<file path="config.mk">
export PLATFORM = sky130hd
export DESIGN_NAME = hrb_stage
export DESIGN_NICKNAME = d
export VERILOG_FILES = /design/src/pkg/hrb_pkg.sv /design/src/design/hrb_stage.sv
export SDC_FILE = /design/constraint.sdc
export NUM_CORES = 2
export LEC_CHECK = 0
export BUFFER_PORTS_ARGS = -buffer_cell sky130_fd_sc_hd__buf_2
export CORE_ASPECT_RATIO = 0.7
export CORE_MARGIN = 2
export CORE_UTILIZATION = 51
export DETAILED_ROUTE_END_ITERATION = 16
export PLACE_DENSITY = 0.79
export SLEW_MARGIN = 20
export SYNTH_ARGS = -nofsm -noshare
export SYNTH_HDL_FRONTEND = slang
export SYNTH_SLANG_ARGS = --single-unit
</file>
<file path="constraint.sdc">
create_clock -name ref_clk_i -period 7.25 [get_ports ref_clk_i]
set_input_delay 0.725 -clock ref_clk_i [delete_from_list [all_inputs] [get_ports ref_clk_i]]
set_output_delay 0.725 -clock ref_clk_i [all_outputs]
set_load 0.01 [all_outputs]
</file>
<file path="src/pkg/hrb_pkg.sv">
// constants, register map and state codes of the harmonic ratio blocking stages
package hrb_pkg;
  // ***********************************************
  // clock and time base
  // ***********************************************
  localparam int CLK_HZ = 50_000_000; // reference clock rate
  localparam int DLY_UNIT_MS = 10; // delay counter resolution in ms
  localparam int DLY_UNIT_CYC = CLK_HZ / 1000 * DLY_UNIT_MS; // cycles per delay unit
  // ***********************************************
  // setting ranges (percent and delay units)
  // ***********************************************
  localparam logic [6:0] PCT_SCALE = 7'h64; // 100 percent
  localparam logic [6:0] THR_MIN = 7'h0a; // 10 percent
  localparam logic [6:0] THR_MAX = 7'h64; // 100 percent
  localparam logic [6:0] THR_RST = 7'h0a; // 10 percent after reset
  localparam logic [14:0] DLY_MIN = 15'h0005; // 0.05 s in 10 ms units
  localparam logic [14:0] DLY_MAX = 15'h7530; // 300.0 s in 10 ms units
  localparam logic [14:0] DLY_RST = 15'h0005; // 0.05 s after reset
  localparam logic [3:0] EVT_EN_RST = 4'hf; // all event enables set
  // ***********************************************
  // event bit positions within one stage
  // ***********************************************
  localparam int EV_START_ON = 0;
  localparam int EV_START_OFF = 1;
  localparam int EV_TRIP_ON = 2;
  localparam int EV_TRIP_OFF = 3;
  localparam int EV_PER_STAGE = 4;
  // ***********************************************
  // register map: per-stage block at stage*0x20, globals at 0x40
  // ***********************************************
  localparam logic [2:0] REG_THRESHOLD = 3'h0; // +0x00
  localparam logic [2:0] REG_DELAY = 3'h1; // +0x04
  localparam logic [2:0] REG_EVT_EN = 3'h2; // +0x08
  localparam logic [2:0] REG_STATUS = 3'h3; // +0x0c start bit0, trip bit1
  localparam logic [2:0] REG_MEAS_A = 3'h4; // +0x10
  localparam logic [2:0] REG_MEAS_B = 3'h5; // +0x14
  localparam logic [2:0] REG_MEAS_C = 3'h6; // +0x18
  localparam logic [2:0] REG_FAULT = 3'h7; // +0x1c peak[15:0], elapsed[23:16]
  localparam logic [7:0] ADR_IRQ_STATUS = 8'h40;
  localparam logic [7:0] ADR_IRQ_MASK = 8'h44;
  localparam int FAULT_ELAPSED_DELAY_PERCENT_LSB = 16;
  // ***********************************************
  // divider sequencer states
  // ***********************************************
  typedef enum logic [4:0] {
    HRB_IDLE = 5'b00001,
    HRB_LOAD = 5'b00010,
    HRB_RUN = 5'b00100,
    HRB_STORE = 5'b01000,
    HRB_EVAL = 5'b10000
  } hrb_state_e;
endpackage

</file>
<file path="src/design/hrb_stage.sv">
// inrush and overexcitation harmonic ratio stages with wishbone registers
// Summary of operation
// inrush: second harmonic over fundamental, percent
// overexcitation: fifth harmonic over fundamental, percent
// start when any phase ratio exceeds threshold
// trip after definite delay while start holds
// threshold 10..100 percent, reset 10
// delay 0.05..300 s, reset 0.05
// four event enables, default on, gate logging
// inrush per-phase measured ratios readable
// overexcitation per-phase measured ratios readable
// record peak ratio of each fault
// record elapsed delay percent, 100 means trip
// start and trip offered as blocking outputs
// blocked stages need delay over 60 ms
// start-only blocking ignores trip delay
// ratio gone: drop start, trip, clear timer
//
// Design decisions made here: the register addresses and the Wishbone register port.
`timescale 1ns/100ps
module hrb_stage #(
  parameter int MAG_W = 16, // width of harmonic magnitudes
  parameter int RAT_W = 16, // width of a ratio in percent
  parameter int UNIT_CYC = hrb_pkg::DLY_UNIT_CYC // cycles per 10 ms delay unit
) (
  // clock and reset
  input wire logic ref_clk_i,
  input wire logic rst_n_i,
  // wishbone classic slave
  input wire logic wb_cyc_i,
  input wire logic wb_stb_i,
  input wire logic wb_we_i,
  input wire logic [7:0] wb_adr_i,
  input wire logic [3:0] wb_sel_i,
  input wire logic [31:0] wb_dat_i,
  output logic [31:0] wb_dat_o,
  output logic wb_ack_o,
  // harmonic magnitudes from the measurement front end
  input wire logic meas_tick_i,
  input wire logic [MAG_W-1:0] fund_a_i,
  input wire logic [MAG_W-1:0] fund_b_i,
  input wire logic [MAG_W-1:0] fund_c_i,
  input wire logic [MAG_W-1:0] second_a_i,
  input wire logic [MAG_W-1:0] second_b_i,
  input wire logic [MAG_W-1:0] second_c_i,
  input wire logic [MAG_W-1:0] fifth_a_i,
  input wire logic [MAG_W-1:0] fifth_b_i,
  input wire logic [MAG_W-1:0] fifth_c_i,
  // blocking signals, index 0 inrush, 1 overexcitation
  output logic [1:0] start_o,
  output logic [1:0] trip_o,
  // interrupt
  output logic irq_o
);
  // ***********************************************
  // declarations
  // ***********************************************
  localparam int NUM_W = MAG_W + 7; // numerator: value times 100
  localparam int NJOB = 8; // six ratios plus two elapsed figures
  localparam int NEV = 2 * hrb_pkg::EV_PER_STAGE;
  localparam int UNIT_W = $clog2(UNIT_CYC + 1);
  localparam logic [UNIT_W-1:0] UNIT_LAST = UNIT_W'(UNIT_CYC - 1);
  localparam logic [RAT_W-1:0] RAT_SAT = {RAT_W{1'b1}};
  localparam logic [2:0] JOB_LAST = 3'h7;
  localparam logic [2:0] JOB_EDLY0 = 3'h6; // first elapsed-delay job

  logic [MAG_W-1:0] fund [3]; // fundamental per phase
  logic [MAG_W-1:0] harm [2][3]; // harmonic per stage and phase
  logic [RAT_W-1:0] ratio [2][3]; // measured ratios per stage and phase
  logic [RAT_W-1:0] elapsed_delay_percent_live [2]; // live elapsed delay percent
  logic [6:0] thr [2]; // threshold setting
  logic [14:0] dly [2]; // delay setting in 10 ms units
  logic [3:0] evt_en [2]; // event enables
  logic [14:0] cnt [2]; // running delay timer
  logic [RAT_W-1:0] peak [2]; // highest ratio of the running fault
  logic [RAT_W-1:0] rec_peak [2]; // recorded peak of the last fault
  logic [7:0] rec_elapsed_delay_percent [2]; // recorded elapsed percent of the last fault
  logic [NEV-1:0] ev_pulse; // one-cycle events, stage*4+event
  logic [NEV-1:0] irq_stat; // sticky event bits
  logic [NEV-1:0] irq_mask; // interrupt enables
  logic [UNIT_W-1:0] unit_div; // 10 ms divider
  logic unit_en; // one pulse per 10 ms

  hrb_pkg::hrb_state_e state; // divider sequencer
  logic [2:0] job; // current divide job
  logic [NUM_W-1:0] num_sh; // numerator being shifted out
  logic [MAG_W-1:0] den; // divisor
  logic [MAG_W:0] rem; // partial remainder
  logic [NUM_W-1:0] quo; // quotient
  logic [4:0] bit_cnt; // bits left in the division
  logic [MAG_W-1:0] next_den;
  logic [NUM_W-1:0] next_num;
  logic [MAG_W:0] rem_sh;
  logic [RAT_W-1:0] quo_sat;
  logic eval_en; // all ratios refreshed this cycle

  logic acc; // new bus request this cycle
  logic wr; // write strobe
  logic [31:0] bmask; // byte-lane mask from sel
  logic [31:0] rdata;
  logic s_sel; // stage addressed by bit 5
  logic [2:0] r_idx; // register within stage block

  assign fund[0] = fund_a_i;
  assign fund[1] = fund_b_i;
  assign fund[2] = fund_c_i;
  assign harm[0][0] = second_a_i;
  assign harm[0][1] = second_b_i;
  assign harm[0][2] = second_c_i;
  assign harm[1][0] = fifth_a_i;
  assign harm[1][1] = fifth_b_i;
  assign harm[1][2] = fifth_c_i;

  // ***********************************************
  // 10 ms time base
  // ***********************************************
  // divider makes the one-cycle enable that paces the delay timers
  always_ff @(posedge ref_clk_i)
  begin
    if (!rst_n_i)
    begin
      unit_div <= '0;
      unit_en <= 1'b0;
    end
    else if (unit_div == UNIT_LAST)
    begin
      unit_div <= '0;
      unit_en <= 1'b1;
    end
    else
    begin
      unit_div <= unit_div + 1'b1;
      unit_en <= 1'b0;
    end
  end

  // ***********************************************
  // shared divider: value*100/base, one job at a time
  // ***********************************************
  // operand select for the job about to load
  always_comb
  begin
    next_num = '0;
    next_den = '0;
    if (job >= JOB_EDLY0)
    begin
      // elapsed delay percent of stage job-6
      next_num = NUM_W'(cnt[job[0]] * hrb_pkg::PCT_SCALE);
      next_den = MAG_W'(dly[job[0]]);
    end
    else
    begin
      // job 0..2 inrush phases, 3..5 overexcitation phases
      next_num = NUM_W'(harm[job >= 3'h3][2'((job >= 3'h3) ? job - 3'h3 : job)]
        * hrb_pkg::PCT_SCALE);
      next_den = fund[2'((job >= 3'h3) ? job - 3'h3 : job)];
    end
    rem_sh = {rem[MAG_W-1:0], num_sh[NUM_W-1]};
    quo_sat = (quo > NUM_W'(RAT_SAT)) ? RAT_SAT : quo[RAT_W-1:0];
  end

  // sequencer; one pass per measurement tick, a tick while busy is dropped
  always_ff @(posedge ref_clk_i)
  begin
    if (!rst_n_i)
    begin
      state <= hrb_pkg::HRB_IDLE;
      job <= '0;
      num_sh <= '0;
      den <= '0;
      rem <= '0;
      quo <= '0;
      bit_cnt <= '0;
      eval_en <= 1'b0;
    end
    else
    begin
      eval_en <= 1'b0;
      case (state)
        hrb_pkg::HRB_IDLE:
        begin
          job <= '0;
          if (meas_tick_i)
            state <= hrb_pkg::HRB_LOAD;
        end
        hrb_pkg::HRB_LOAD:
        begin
          num_sh <= next_num;
          den <= next_den;
          rem <= '0;
          quo <= '0;
          bit_cnt <= 5'(NUM_W);
          state <= hrb_pkg::HRB_RUN;
        end
        hrb_pkg::HRB_RUN:
        begin
          // restoring division, one quotient bit per cycle
          num_sh <= {num_sh[NUM_W-2:0], 1'b0};
          if (rem_sh >= {1'b0, den})
          begin
            rem <= rem_sh - {1'b0, den};
            quo <= {quo[NUM_W-2:0], 1'b1};
          end
          else
          begin
            rem <= rem_sh;
            quo <= {quo[NUM_W-2:0], 1'b0};
          end
          bit_cnt <= bit_cnt - 1'b1;
          if (bit_cnt == 5'h01)
            state <= hrb_pkg::HRB_STORE;
        end
        hrb_pkg::HRB_STORE:
        begin
          job <= job + 1'b1;
          state <= (job == JOB_LAST) ? hrb_pkg::HRB_EVAL : hrb_pkg::HRB_LOAD;
        end
        hrb_pkg::HRB_EVAL:
        begin
          eval_en <= 1'b1;
          state <= hrb_pkg::HRB_IDLE;
        end
        default: state <= hrb_pkg::HRB_IDLE;
      endcase
    end
  end

  // result store; zero fundamental reads as zero ratio, not saturation
  always_ff @(posedge ref_clk_i)
  begin
    if (!rst_n_i)
    begin
      ratio <= '{default: '0};
      elapsed_delay_percent_live <= '{default: '0};
    end
    else if (state == hrb_pkg::HRB_STORE)
    begin
      if (job >= JOB_EDLY0)
        elapsed_delay_percent_live[job[0]] <= quo_sat;
      else if (job >= 3'h3)
        ratio[1][2'(job - 3'h3)] <= (den == '0) ? '0 : quo_sat;
      else
        ratio[0][2'(job)] <= (den == '0) ? '0 : quo_sat;
    end
  end

  // ***********************************************
  // the two stages
  // ***********************************************
  for (genvar s = 0; s < 2; s++)
  begin : g_stage
    logic over; // some phase above threshold
    logic [RAT_W-1:0] ph_max; // largest phase ratio now
    assign over = (ratio[s][0] > RAT_W'(thr[s])) || (ratio[s][1] > RAT_W'(thr[s]))
      || (ratio[s][2] > RAT_W'(thr[s]));
    assign ph_max = (ratio[s][0] > ratio[s][1])
      ? ((ratio[s][0] > ratio[s][2]) ? ratio[s][0] : ratio[s][2])
      : ((ratio[s][1] > ratio[s][2]) ? ratio[s][1] : ratio[s][2]);

    // start follows the comparison on each refresh; timer runs under it
    always_ff @(posedge ref_clk_i)
    begin
      if (!rst_n_i)
      begin
        start_o[s] <= 1'b0;
        trip_o[s] <= 1'b0;
        cnt[s] <= '0;
      end
      else
      begin
        if (eval_en)
          start_o[s] <= over;
        if (!start_o[s])
          cnt[s] <= '0;
        else if (unit_en && cnt[s] < dly[s])
          cnt[s] <= cnt[s] + 1'b1;
        // trip only while start holds, so the start falling drops it too
        trip_o[s] <= start_o[s] && (cnt[s] >= dly[s]);
      end
    end

    // fault record: peak while start is up, latched with elapsed at release
    always_ff @(posedge ref_clk_i)
    begin
      if (!rst_n_i)
      begin
        peak[s] <= '0;
        rec_peak[s] <= '0;
        rec_elapsed_delay_percent[s] <= '0;
      end
      else if (eval_en)
      begin
        if (over && !start_o[s])
          peak[s] <= ph_max;
        else if (over && ph_max > peak[s])
          peak[s] <= ph_max;
        if (start_o[s] && !over)
        begin
          rec_peak[s] <= peak[s];
          rec_elapsed_delay_percent[s] <= trip_o[s] ? 8'(hrb_pkg::PCT_SCALE)
            : ((elapsed_delay_percent_live[s] > RAT_W'(hrb_pkg::PCT_SCALE))
            ? 8'(hrb_pkg::PCT_SCALE) : elapsed_delay_percent_live[s][7:0]);
        end
      end
    end

    // edge events, each gated by its enable
    assign ev_pulse[s*4 + hrb_pkg::EV_START_ON] = evt_en[s][hrb_pkg::EV_START_ON]
      && eval_en && over && !start_o[s];
    assign ev_pulse[s*4 + hrb_pkg::EV_START_OFF] = evt_en[s][hrb_pkg::EV_START_OFF]
      && eval_en && !over && start_o[s];
    assign ev_pulse[s*4 + hrb_pkg::EV_TRIP_ON] = evt_en[s][hrb_pkg::EV_TRIP_ON]
      && start_o[s] && (cnt[s] >= dly[s]) && !trip_o[s];
    assign ev_pulse[s*4 + hrb_pkg::EV_TRIP_OFF] = evt_en[s][hrb_pkg::EV_TRIP_OFF]
      && trip_o[s] && !(start_o[s] && (cnt[s] >= dly[s]));

    // settings; writes outside the range clamp to the nearest limit
    always_ff @(posedge ref_clk_i)
    begin
      logic [31:0] m;
      m = '0;
      if (!rst_n_i)
      begin
        thr[s] <= hrb_pkg::THR_RST;
        dly[s] <= hrb_pkg::DLY_RST;
        evt_en[s] <= hrb_pkg::EVT_EN_RST;
      end
      else if (wr && !wb_adr_i[6] && s_sel == 1'(s))
      begin
        case (r_idx)
          hrb_pkg::REG_THRESHOLD:
          begin
            m = (32'(thr[s]) & ~bmask) | (wb_dat_i & bmask);
            if (m < 32'(hrb_pkg::THR_MIN))
              thr[s] <= hrb_pkg::THR_MIN;
            else if (m > 32'(hrb_pkg::THR_MAX))
              thr[s] <= hrb_pkg::THR_MAX;
            else
              thr[s] <= m[6:0];
          end
          hrb_pkg::REG_DELAY:
          begin
            m = (32'(dly[s]) & ~bmask) | (wb_dat_i & bmask);
            if (m < 32'(hrb_pkg::DLY_MIN))
              dly[s] <= hrb_pkg::DLY_MIN;
            else if (m > 32'(hrb_pkg::DLY_MAX))
              dly[s] <= hrb_pkg::DLY_MAX;
            else
              dly[s] <= m[14:0];
          end
          hrb_pkg::REG_EVT_EN:
            if (wb_sel_i[0])
              evt_en[s] <= wb_dat_i[3:0];
          default: ; // read-only words
        endcase
      end
    end
  end

  // ***********************************************
  // interrupt status and mask
  // ***********************************************
  // write one clears; a new event in the same cycle keeps its bit set
  always_ff @(posedge ref_clk_i)
  begin
    if (!rst_n_i)
    begin
      irq_stat <= '0;
      irq_mask <= '0;
      irq_o <= 1'b0;
    end
    else
    begin
      if (wr && wb_adr_i == hrb_pkg::ADR_IRQ_STATUS && wb_sel_i[0])
        irq_stat <= (irq_stat & ~wb_dat_i[NEV-1:0]) | ev_pulse;
      else
        irq_stat <= irq_stat | ev_pulse;
      if (wr && wb_adr_i == hrb_pkg::ADR_IRQ_MASK && wb_sel_i[0])
        irq_mask <= wb_dat_i[NEV-1:0];
      irq_o <= |(irq_stat & irq_mask);
    end
  end

  // ***********************************************
  // wishbone slave
  // ***********************************************
  assign acc = wb_cyc_i && wb_stb_i && !wb_ack_o;
  assign wr = acc && wb_we_i;
  assign s_sel = wb_adr_i[5];
  assign r_idx = wb_adr_i[4:2];
  assign bmask = {{8{wb_sel_i[3]}}, {8{wb_sel_i[2]}}, {8{wb_sel_i[1]}}, {8{wb_sel_i[0]}}};

  // read mux; unmapped words answer zero
  always_comb
  begin
    rdata = '0;
    if (wb_adr_i == hrb_pkg::ADR_IRQ_STATUS)
      rdata = 32'(irq_stat);
    else if (wb_adr_i == hrb_pkg::ADR_IRQ_MASK)
      rdata = 32'(irq_mask);
    else if (!wb_adr_i[6] && !wb_adr_i[7])
    begin
      case (r_idx)
        hrb_pkg::REG_THRESHOLD: rdata = 32'(thr[s_sel]);
        hrb_pkg::REG_DELAY: rdata = 32'(dly[s_sel]);
        hrb_pkg::REG_EVT_EN: rdata = 32'(evt_en[s_sel]);
        hrb_pkg::REG_STATUS: rdata = 32'({trip_o[s_sel], start_o[s_sel]});
        hrb_pkg::REG_MEAS_A: rdata = 32'(ratio[s_sel][0]);
        hrb_pkg::REG_MEAS_B: rdata = 32'(ratio[s_sel][1]);
        hrb_pkg::REG_MEAS_C: rdata = 32'(ratio[s_sel][2]);
        hrb_pkg::REG_FAULT:
          rdata = (32'(rec_elapsed_delay_percent[s_sel]) << hrb_pkg::FAULT_ELAPSED_DELAY_PERCENT_LSB)
            | 32'(rec_peak[s_sel]);
        default: rdata = '0;
      endcase
    end
  end

  // ack one cycle after the request, dropped the cycle after
  always_ff @(posedge ref_clk_i)
  begin
    if (!rst_n_i)
    begin
      wb_ack_o <= 1'b0;
      wb_dat_o <= '0;
    end
    else
    begin
      wb_ack_o <= acc;
      if (acc && !wb_we_i)
        wb_dat_o <= rdata;
    end
  end
endmodule

</file>
-- Yosys cells after proc, flatten, opt, wreduce, memory -nomap -nowiden
Memory sizes are Yosys's and may differ from the RTL's. A register that Yosys moved wholly into a read port is not among the register bits.
Index checks and enable logic that the tools add are counted.
- register bits: 294
- RAM bits: 162
- input port bits: 194
- output and inout port bits: 38
- word-level logic and storage cells: 434
- memories: 7
- add/subtract/negate cells: 7
- $mul: 2
- $lt $le $gt $ge: 42
- equal/unequal tests: 19
- mux-type cells: 205
- bitwise logic cells: 52
- reduce and logical (&&, ||, !) cells: 73
- memories (name ; depth ; bits a word ; rd ports ; clocked after memory_dff ; write ports ; line ; text):
    peak ; 2 ; 16 ; 2 ; 0 ; 2 ; hrb_stage.sv:75 ; logic [RAT_W-1:0] peak [2];
    rec_peak ; 2 ; 16 ; 1 ; 0 ; 2 ; hrb_stage.sv:76 ; logic [RAT_W-1:0] rec_peak [2];
    cnt ; 2 ; 15 ; 3 ; 1 ; 2 ; hrb_stage.sv:74 ; logic [14:0] cnt [2];
    dly ; 2 ; 15 ; 4 ; 1 ; 2 ; hrb_stage.sv:72 ; logic [14:0] dly [2];
    rec_elapsed_delay_percent ; 2 ; 8 ; 1 ; 0 ; 2 ; hrb_stage.sv:77 ; logic [7:0] rec_elapsed_delay_percent [2];
    thr ; 2 ; 7 ; 3 ; 0 ; 2 ; hrb_stage.sv:71 ; logic [6:0] thr [2];
    1 more memories ; n/a ; n/a ; n/a ; n/a ; n/a ; n/a ;
- operators with widths (kind ; number):
    two-way mux 16 bit ; 23
    two-way mux 48 bit ; 6
    one-hot mux 32 bit (8 select lines) ; 1
    two-way mux 15 bit ; 10
    > comparator 16 bit ; 8
    two-way mux 1 bit ; 128
    OR 32 bit ; 4
    bitwise mux 48 bit ; 2
    > comparator 16 x 7 -> 1 bit ; 6
    two-way mux 32 bit ; 3
    one-hot mux 23 bit (2 select lines) ; 2
    bitwise AND 15 x 32 -> 32 bit ; 2
    bitwise AND 7 x 32 -> 32 bit ; 2
    binary-select mux 16 bit (select 2 bit) ; 2
    demux 16 bit (select 2 bit) ; 2
    > comparator 32 x 15 -> 1 bit, second input constant ; 2
    > comparator 32 x 7 -> 1 bit, second input constant ; 2
    less-than comparator 32 x 3 -> 1 bit, second input constant ; 2
    less-than comparator 32 x 4 -> 1 bit, second input constant ; 2
    two-way mux 8 bit ; 7
    logical AND 1 bit ; 47
    two-way mux 7 bit ; 6
    bitwise AND 32 bit ; 1
    bitwise mux 32 bit ; 1
    57 further kinds ; 129

-- Logic depth before layout (Yosys ltp)
- depth in word-level cells: 12
- depth in mapped cells: 24
- mapped depth without buffers: 23

-- Least setup slack after synthesis
OpenSTA, ideal clock, no wires.
- path type: register -> register
- start point: reg job[1]
- end point: reg num_sh[22]
- setup time: 0.128 ns
- data arrival time: 5.442 ns
- data required time: 7.122 ns
- setup slack: 1.681 ns
- stages on the path, launching flop included: 24
- buffers on the path: 4
- clock period less this slack: 5.569 ns
- cell sequence: dfxtp_1 ha_1 ha_1 a211oi_1 buf_4 buf_6 buf_6 buf_6 mux2i_1 o31ai_1 ha_1 ha_1 inv_1 fa_1 inv_1 ha_1 a211oi_1 o21bai_1 a2111oi_2 o31ai_1 a31oi_1 xnor2_1 a222oi_1 nor2_1
- word-level cells in the longest chain between the ends: 11
- elaborated cells between the ends (all ways): 15
- those cells by class: add/sub: 1; mul: 1; order compare: 2; mux: 9; bitwise: 2
- ends and longest elaborated chain (what ; line ; text):
    from (decl) ; hrb_stage.sv:85 ; logic [2:0] job;
    from (signal assigned) ; hrb_stage.sv:215 ; job <= job + 1'b1;
    >= comparator 3 x 2 -> 1 bit ; hrb_stage.sv:154 ; next_num = NUM_W'(harm[job >= 3'h3][2'((job >= 3'h3) ? job - 3'h3 : job)]
    inverter 1 -> 2 bit (not written as such) ; hrb_stage.sv:154 ;
    two-way mux 48 bit (not written as such) (3 in series) ; hrb_stage.sv:154 ;
    binary-select mux 16 bit (select 2 bit) ; hrb_stage.sv:154 ;
    two-way mux 16 bit (2 in series) ; hrb_stage.sv:154 ;
    multiplier 16 x 5 -> 21 bit ; hrb_stage.sv:155 ; * hrb_pkg::PCT_SCALE);
    two-way mux 23 bit * ; hrb_stage.sv:145 ; if (job >= JOB_EDLY0)
    one-hot mux 23 bit (2 select lines) * ; hrb_stage.sv:179 ; case (state)
    to (signal assigned) ; hrb_stage.sv:188 ; num_sh <= next_num;
    to (signal assigned) ; hrb_stage.sv:198 ; num_sh <= {num_sh[NUM_W-2:0], 1'b0};
    to (decl) ; hrb_stage.sv:86 ; logic [NUM_W-1:0] num_sh;
Mark *: on every way between the ends. The rest lies on a longest branch, timed or not. The select of a mux whose other input is x is not followed.
A chain may end at the register's enable or synchronous reset.

-- Final worst setup path
- start point: reg job[0]
- end point: reg num_sh[22]
Same word-level chain as after synthesis.

==> impl_metrics.csv <==
group,metric,value,unit
global_routing,grt_pass1_vias,26100,
setup_path,r2r-start,"job[0]",
cells_and_area,finalNetCount,4287,
pwr,swShare,26.7,%
timing,finalSetupViolations,0,
clocking,htree_num_levels,2,
global_routing,gr-usage-met2,43.0,%
floorplan,io-pin-count,232,
setup_path,critPathArrivalTime,6.59,ns
pwr,ir_drop,162,uV
job,maxCapViolations,0,
yosys,syn_area_per_cell,8.63,sq um
hold_path,worst_hold_path_type,"in -> reg",
floorplan,die_h,211,um
pwr,leakagePower,14.8,nW
routing,drt-pass1-iter-count,6,
global_routing,overflow,0,
yosys,yosys_most_used_dff,"dfxtp_1",
hold_path,worstHoldStart,"wb_dat_i[5]",
floorplan,rows,75,
clocking,cts.sink_count,447,
pwr,pwr-share-clk,42.0,%
setup_path,path_class,"reg -> reg",
status,status,"finished clean",
global_routing,grtUsageMet1,47.2,%
clocking,hold_buffers,0,
yosys,syn_inst,3605,
timing,maxSlewViolCount,0,
routing,drtIter0Drc,3716,
yosys,yosys.area_share.simple,16.8,%
floorplan,start_util,51.8,%
clocking,postCtsSetupRepairBufs,0,
timing,grt_setup_unrepaired,"no",
timing,hold-worst-slack,0.444,ns
pwr,powerDensity,171,nW/um^2
yosys,synth_compound_area_share,20.8,%
timing,worstMarginPinSlew,1.22,ns
global_routing,grt_pass1_wl,155000,um
clocking,cts_buffer_depth,3,
yosys,synthXorXnorAreaFrac,2.11,%
setup_path,critPathLaunchType,"flip-flop",
pwr,seq_power_share,45.1,%
clocking,cts_buffers,45,
global_routing,use_met3,11.2,%
placement,place_hpwl,78600,um
timing,period_minus_slack,6.14,ns
yosys,synth-seq-cells,447,
global_routing,antenna_found_initial,11,
yosys,synth_edf_count,162,
pwr,p_int,4.33,mW
timing,finalCritPeriodShare,84.7,%
setup_path,worst_r2r_path_depth,21,
cells_and_area,finish.utilization,57.4,%
routing,ant_nets,0,
yosys,yosysWarnings,0,
pwr,p_comb_share,12.9,%
timing,fin_skew,0.0353,ns
routing,num_vias,28600,
clocking,cts-root-buf,"clkbuf_16",
placement,gp_congestion,1.01,
floorplan,fp.dieW,299,um
yosys,synthAdderAreaFrac,14.7,%
clocking,clk_pin_slew,0.07,ns
setup_path,cp_max_fo,23,
routing,wire_per_inst,22.4,um
pwr,switchingPower,1.58,mW
yosys,synth_top_family_by_area,"compound AO/OA/AOI/OAI gates",
yosys,synth.area.mux_share,5.69,%
hold_path,holdPathStages,3,
timing,max_slew_margin,17.9,%
clocking,tritoncts,"yes",
yosys,synth-async-reset-ratio,0,%
cells_and_area,area_growth,10.9,%
pwr,total_power,5.91,mW
clocking,clkLatencyLatePin,0.62,ns
global_routing,grt_max_degree,98,
setup_path,critPathCaptureType,"flip-flop",
timing,setup_tns,0,ns
setup_path,cp_data_required_time,7.70,ns
floorplan,core-area,60100,sq um
yosys,ys_seq_area_share,34.0,%
global_routing,track_usage,31.6,%
yosys,ys_types,88,
timing,hold_viol_final,0,
setup_path,startpoint,"job[0]",
routing,finalWirelength,103000,um
clocking,cts.repair.resized,0,
placement,io_buffers,223,
floorplan,design.die.area,63000,sq um
routing,vias_per_cell,6.23,
timing,max_freq,163,MHz
global_routing,busiest_layer,"met1",
routing,drc,0,
yosys,mappedNetlistArea,31100,sq um
cells_and_area,drive_gt1_share,11.7,%
[final timing paths]
| check | to | slack [ns] |
|---|---|---|
| worst max-delay path | num_sh[22] | 1.11 |
| worst min-delay path | irq_mask[5] | 0.44 |
| worst max register to register | num_sh[22] | 1.11 |
| worst min register to register | wb_dat_o[13] | 0.45 |
[critical path, cell delays in order (launching register included)]
cell and delay, ns:
dfxtp_1 0.48, ha_1 0.33, ha_1 0.25, nor2_1 0.49, nand3_1 0.24, o21ai_4 0.32
mux4_2 0.44, a21o_1 0.23, ha_1 0.28, ha_1 0.27, inv_1 0.05, fa_1 0.50
inv_1 0.05, ha_1 0.35, a211oi_1 0.29, o21bai_1 0.15, a2111oi_2 0.43, o31ai_1 0.15
a31oi_1 0.21, xnor2_1 0.10, a222oi_1 0.30, nor2_1 0.07
[Yosys cell counts, types with 57 or more instances]
library cell | instances | share of area (%)
inv_1 | 289 | 3.5
a211oi_1 | 98 | 2.4
o21ai_0 | 121 | 1.9
a22oi_1 | 58 | 1.4
nand3_1 | 57 | 0.92
mux2i_1 | 115 | 3.7
edfxtp_1 | 162 | 16
a21oi_1 | 294 | 4.7
clkbuf_1 | 123 | 1.5
nor3_1 | 101 | 1.6
nor2_1 | 470 | 5.7
dfxtp_1 | 285 | 18
nand2_1 | 244 | 2.9
ha_1 | 329 | 13
[flip-flops by register name (all words and copies together), names as in the netlist, 14 cells and up, named ones only]
| signal | cells |
|---|---|
| ratio | 96 |
| elapsed_delay_percent_live | 32 |
| peak | 32 |
| rec_peak | 32 |
| cnt | 30 |
| dly | 30 |
| wb_dat_o | 24 |
| quo | 23 |
| num_sh | 21 |
| unit_div | 19 |
| den | 16 |
| rec_elapsed_delay_percent | 16 |
| rem | 16 |
| thr | 14 |
[final cells by class]
type / count / area, sq um
clock inverters: 18 / 221
well taps: 808 / 1010
inverters: 289 / 1090
diodes: 7 / 17.5
fillers: 5311 / 25600
clock buffers: 66 / 1310
repair buffers: 266 / 1440
multi-input cells: 2693 / 18800
flip-flops and latches: 447 / 10600
[cell usage in the layout (no fill, tap or decap), types with 21 or more instances in the layout]
cell         n
a22o_1      25
buf_4       44
o21a_1      49
a221oi_1    31
buf_2      222
nor2_1     468
a22oi_1     58
xnor2_1     39
or2_2       21
fa_1        22
a21oi_1    294
o211ai_1    23
nand4_1     56
clkbuf_16   48
xor2_1      36
inv_1      288
dfxtp_1    285
nor3_1      97
a21o_1      49
o22ai_1     25
nor4_1      36
edfxtp_1   162
and3_1      24
nand3_1     57
nor2b_1     29
nand2_1    243
mux2i_1    115
ha_1       329
o21ai_0    117
a211oi_1    97
[power groups by stage]
stage	Sequential (mW)	Combinational (mW)	Clock [mW]
2_1_floorplan	2.70	0.521	0
3_3_place_gp	2.72	0.735	0
3_5_place_dp	2.72	0.740	0
4_1_cts	2.66	0.746	2.49
5_1_grt	2.67	0.837	2.60
6_report	2.66	0.764	2.48
[cell families (layout without fill, tap and decap cells)]
logic type | count (synthesis) | after routing
AO/OA/AOI/OAI | 970 | 970
other | 1 | 17
flip-flops | 447 | 447
XOR/XNOR | 75 | 75
adder cells (fa/ha/maj) | 351 | 351
AND/OR/NAND/NOR | 1135 | 1135
multiplexers | 152 | 152
buffers and inverters | 474 | 639
[stage by stage]
| stage | instances | cell area, sq um | setup WS (ns) |
|---|---|---|---|
| 2_1_floorplan | 3614 | 31100 | 1.68 |
| 3_3_place_gp | 4503 | 32900 | 1.32 |
| 3_5_place_dp | 4503 | 32900 | 1.16 |
| 4_1_cts | 4587 | 34400 | 1.15 |
| 5_1_grt | 4589 | 34500 | 0.603 |
| 6_report | 4594 | 34500 | 1.11 |
[per-layer routing]
metal | share of wire, % | wire, um
met3 | 15 | 15700
met1 | 44 | 45200
met5 | 0.042 | 43
met4 | 2.1 | 2110
met2 | 39 | 39700
Note: power is estimated with default switching activity, not from simulation.
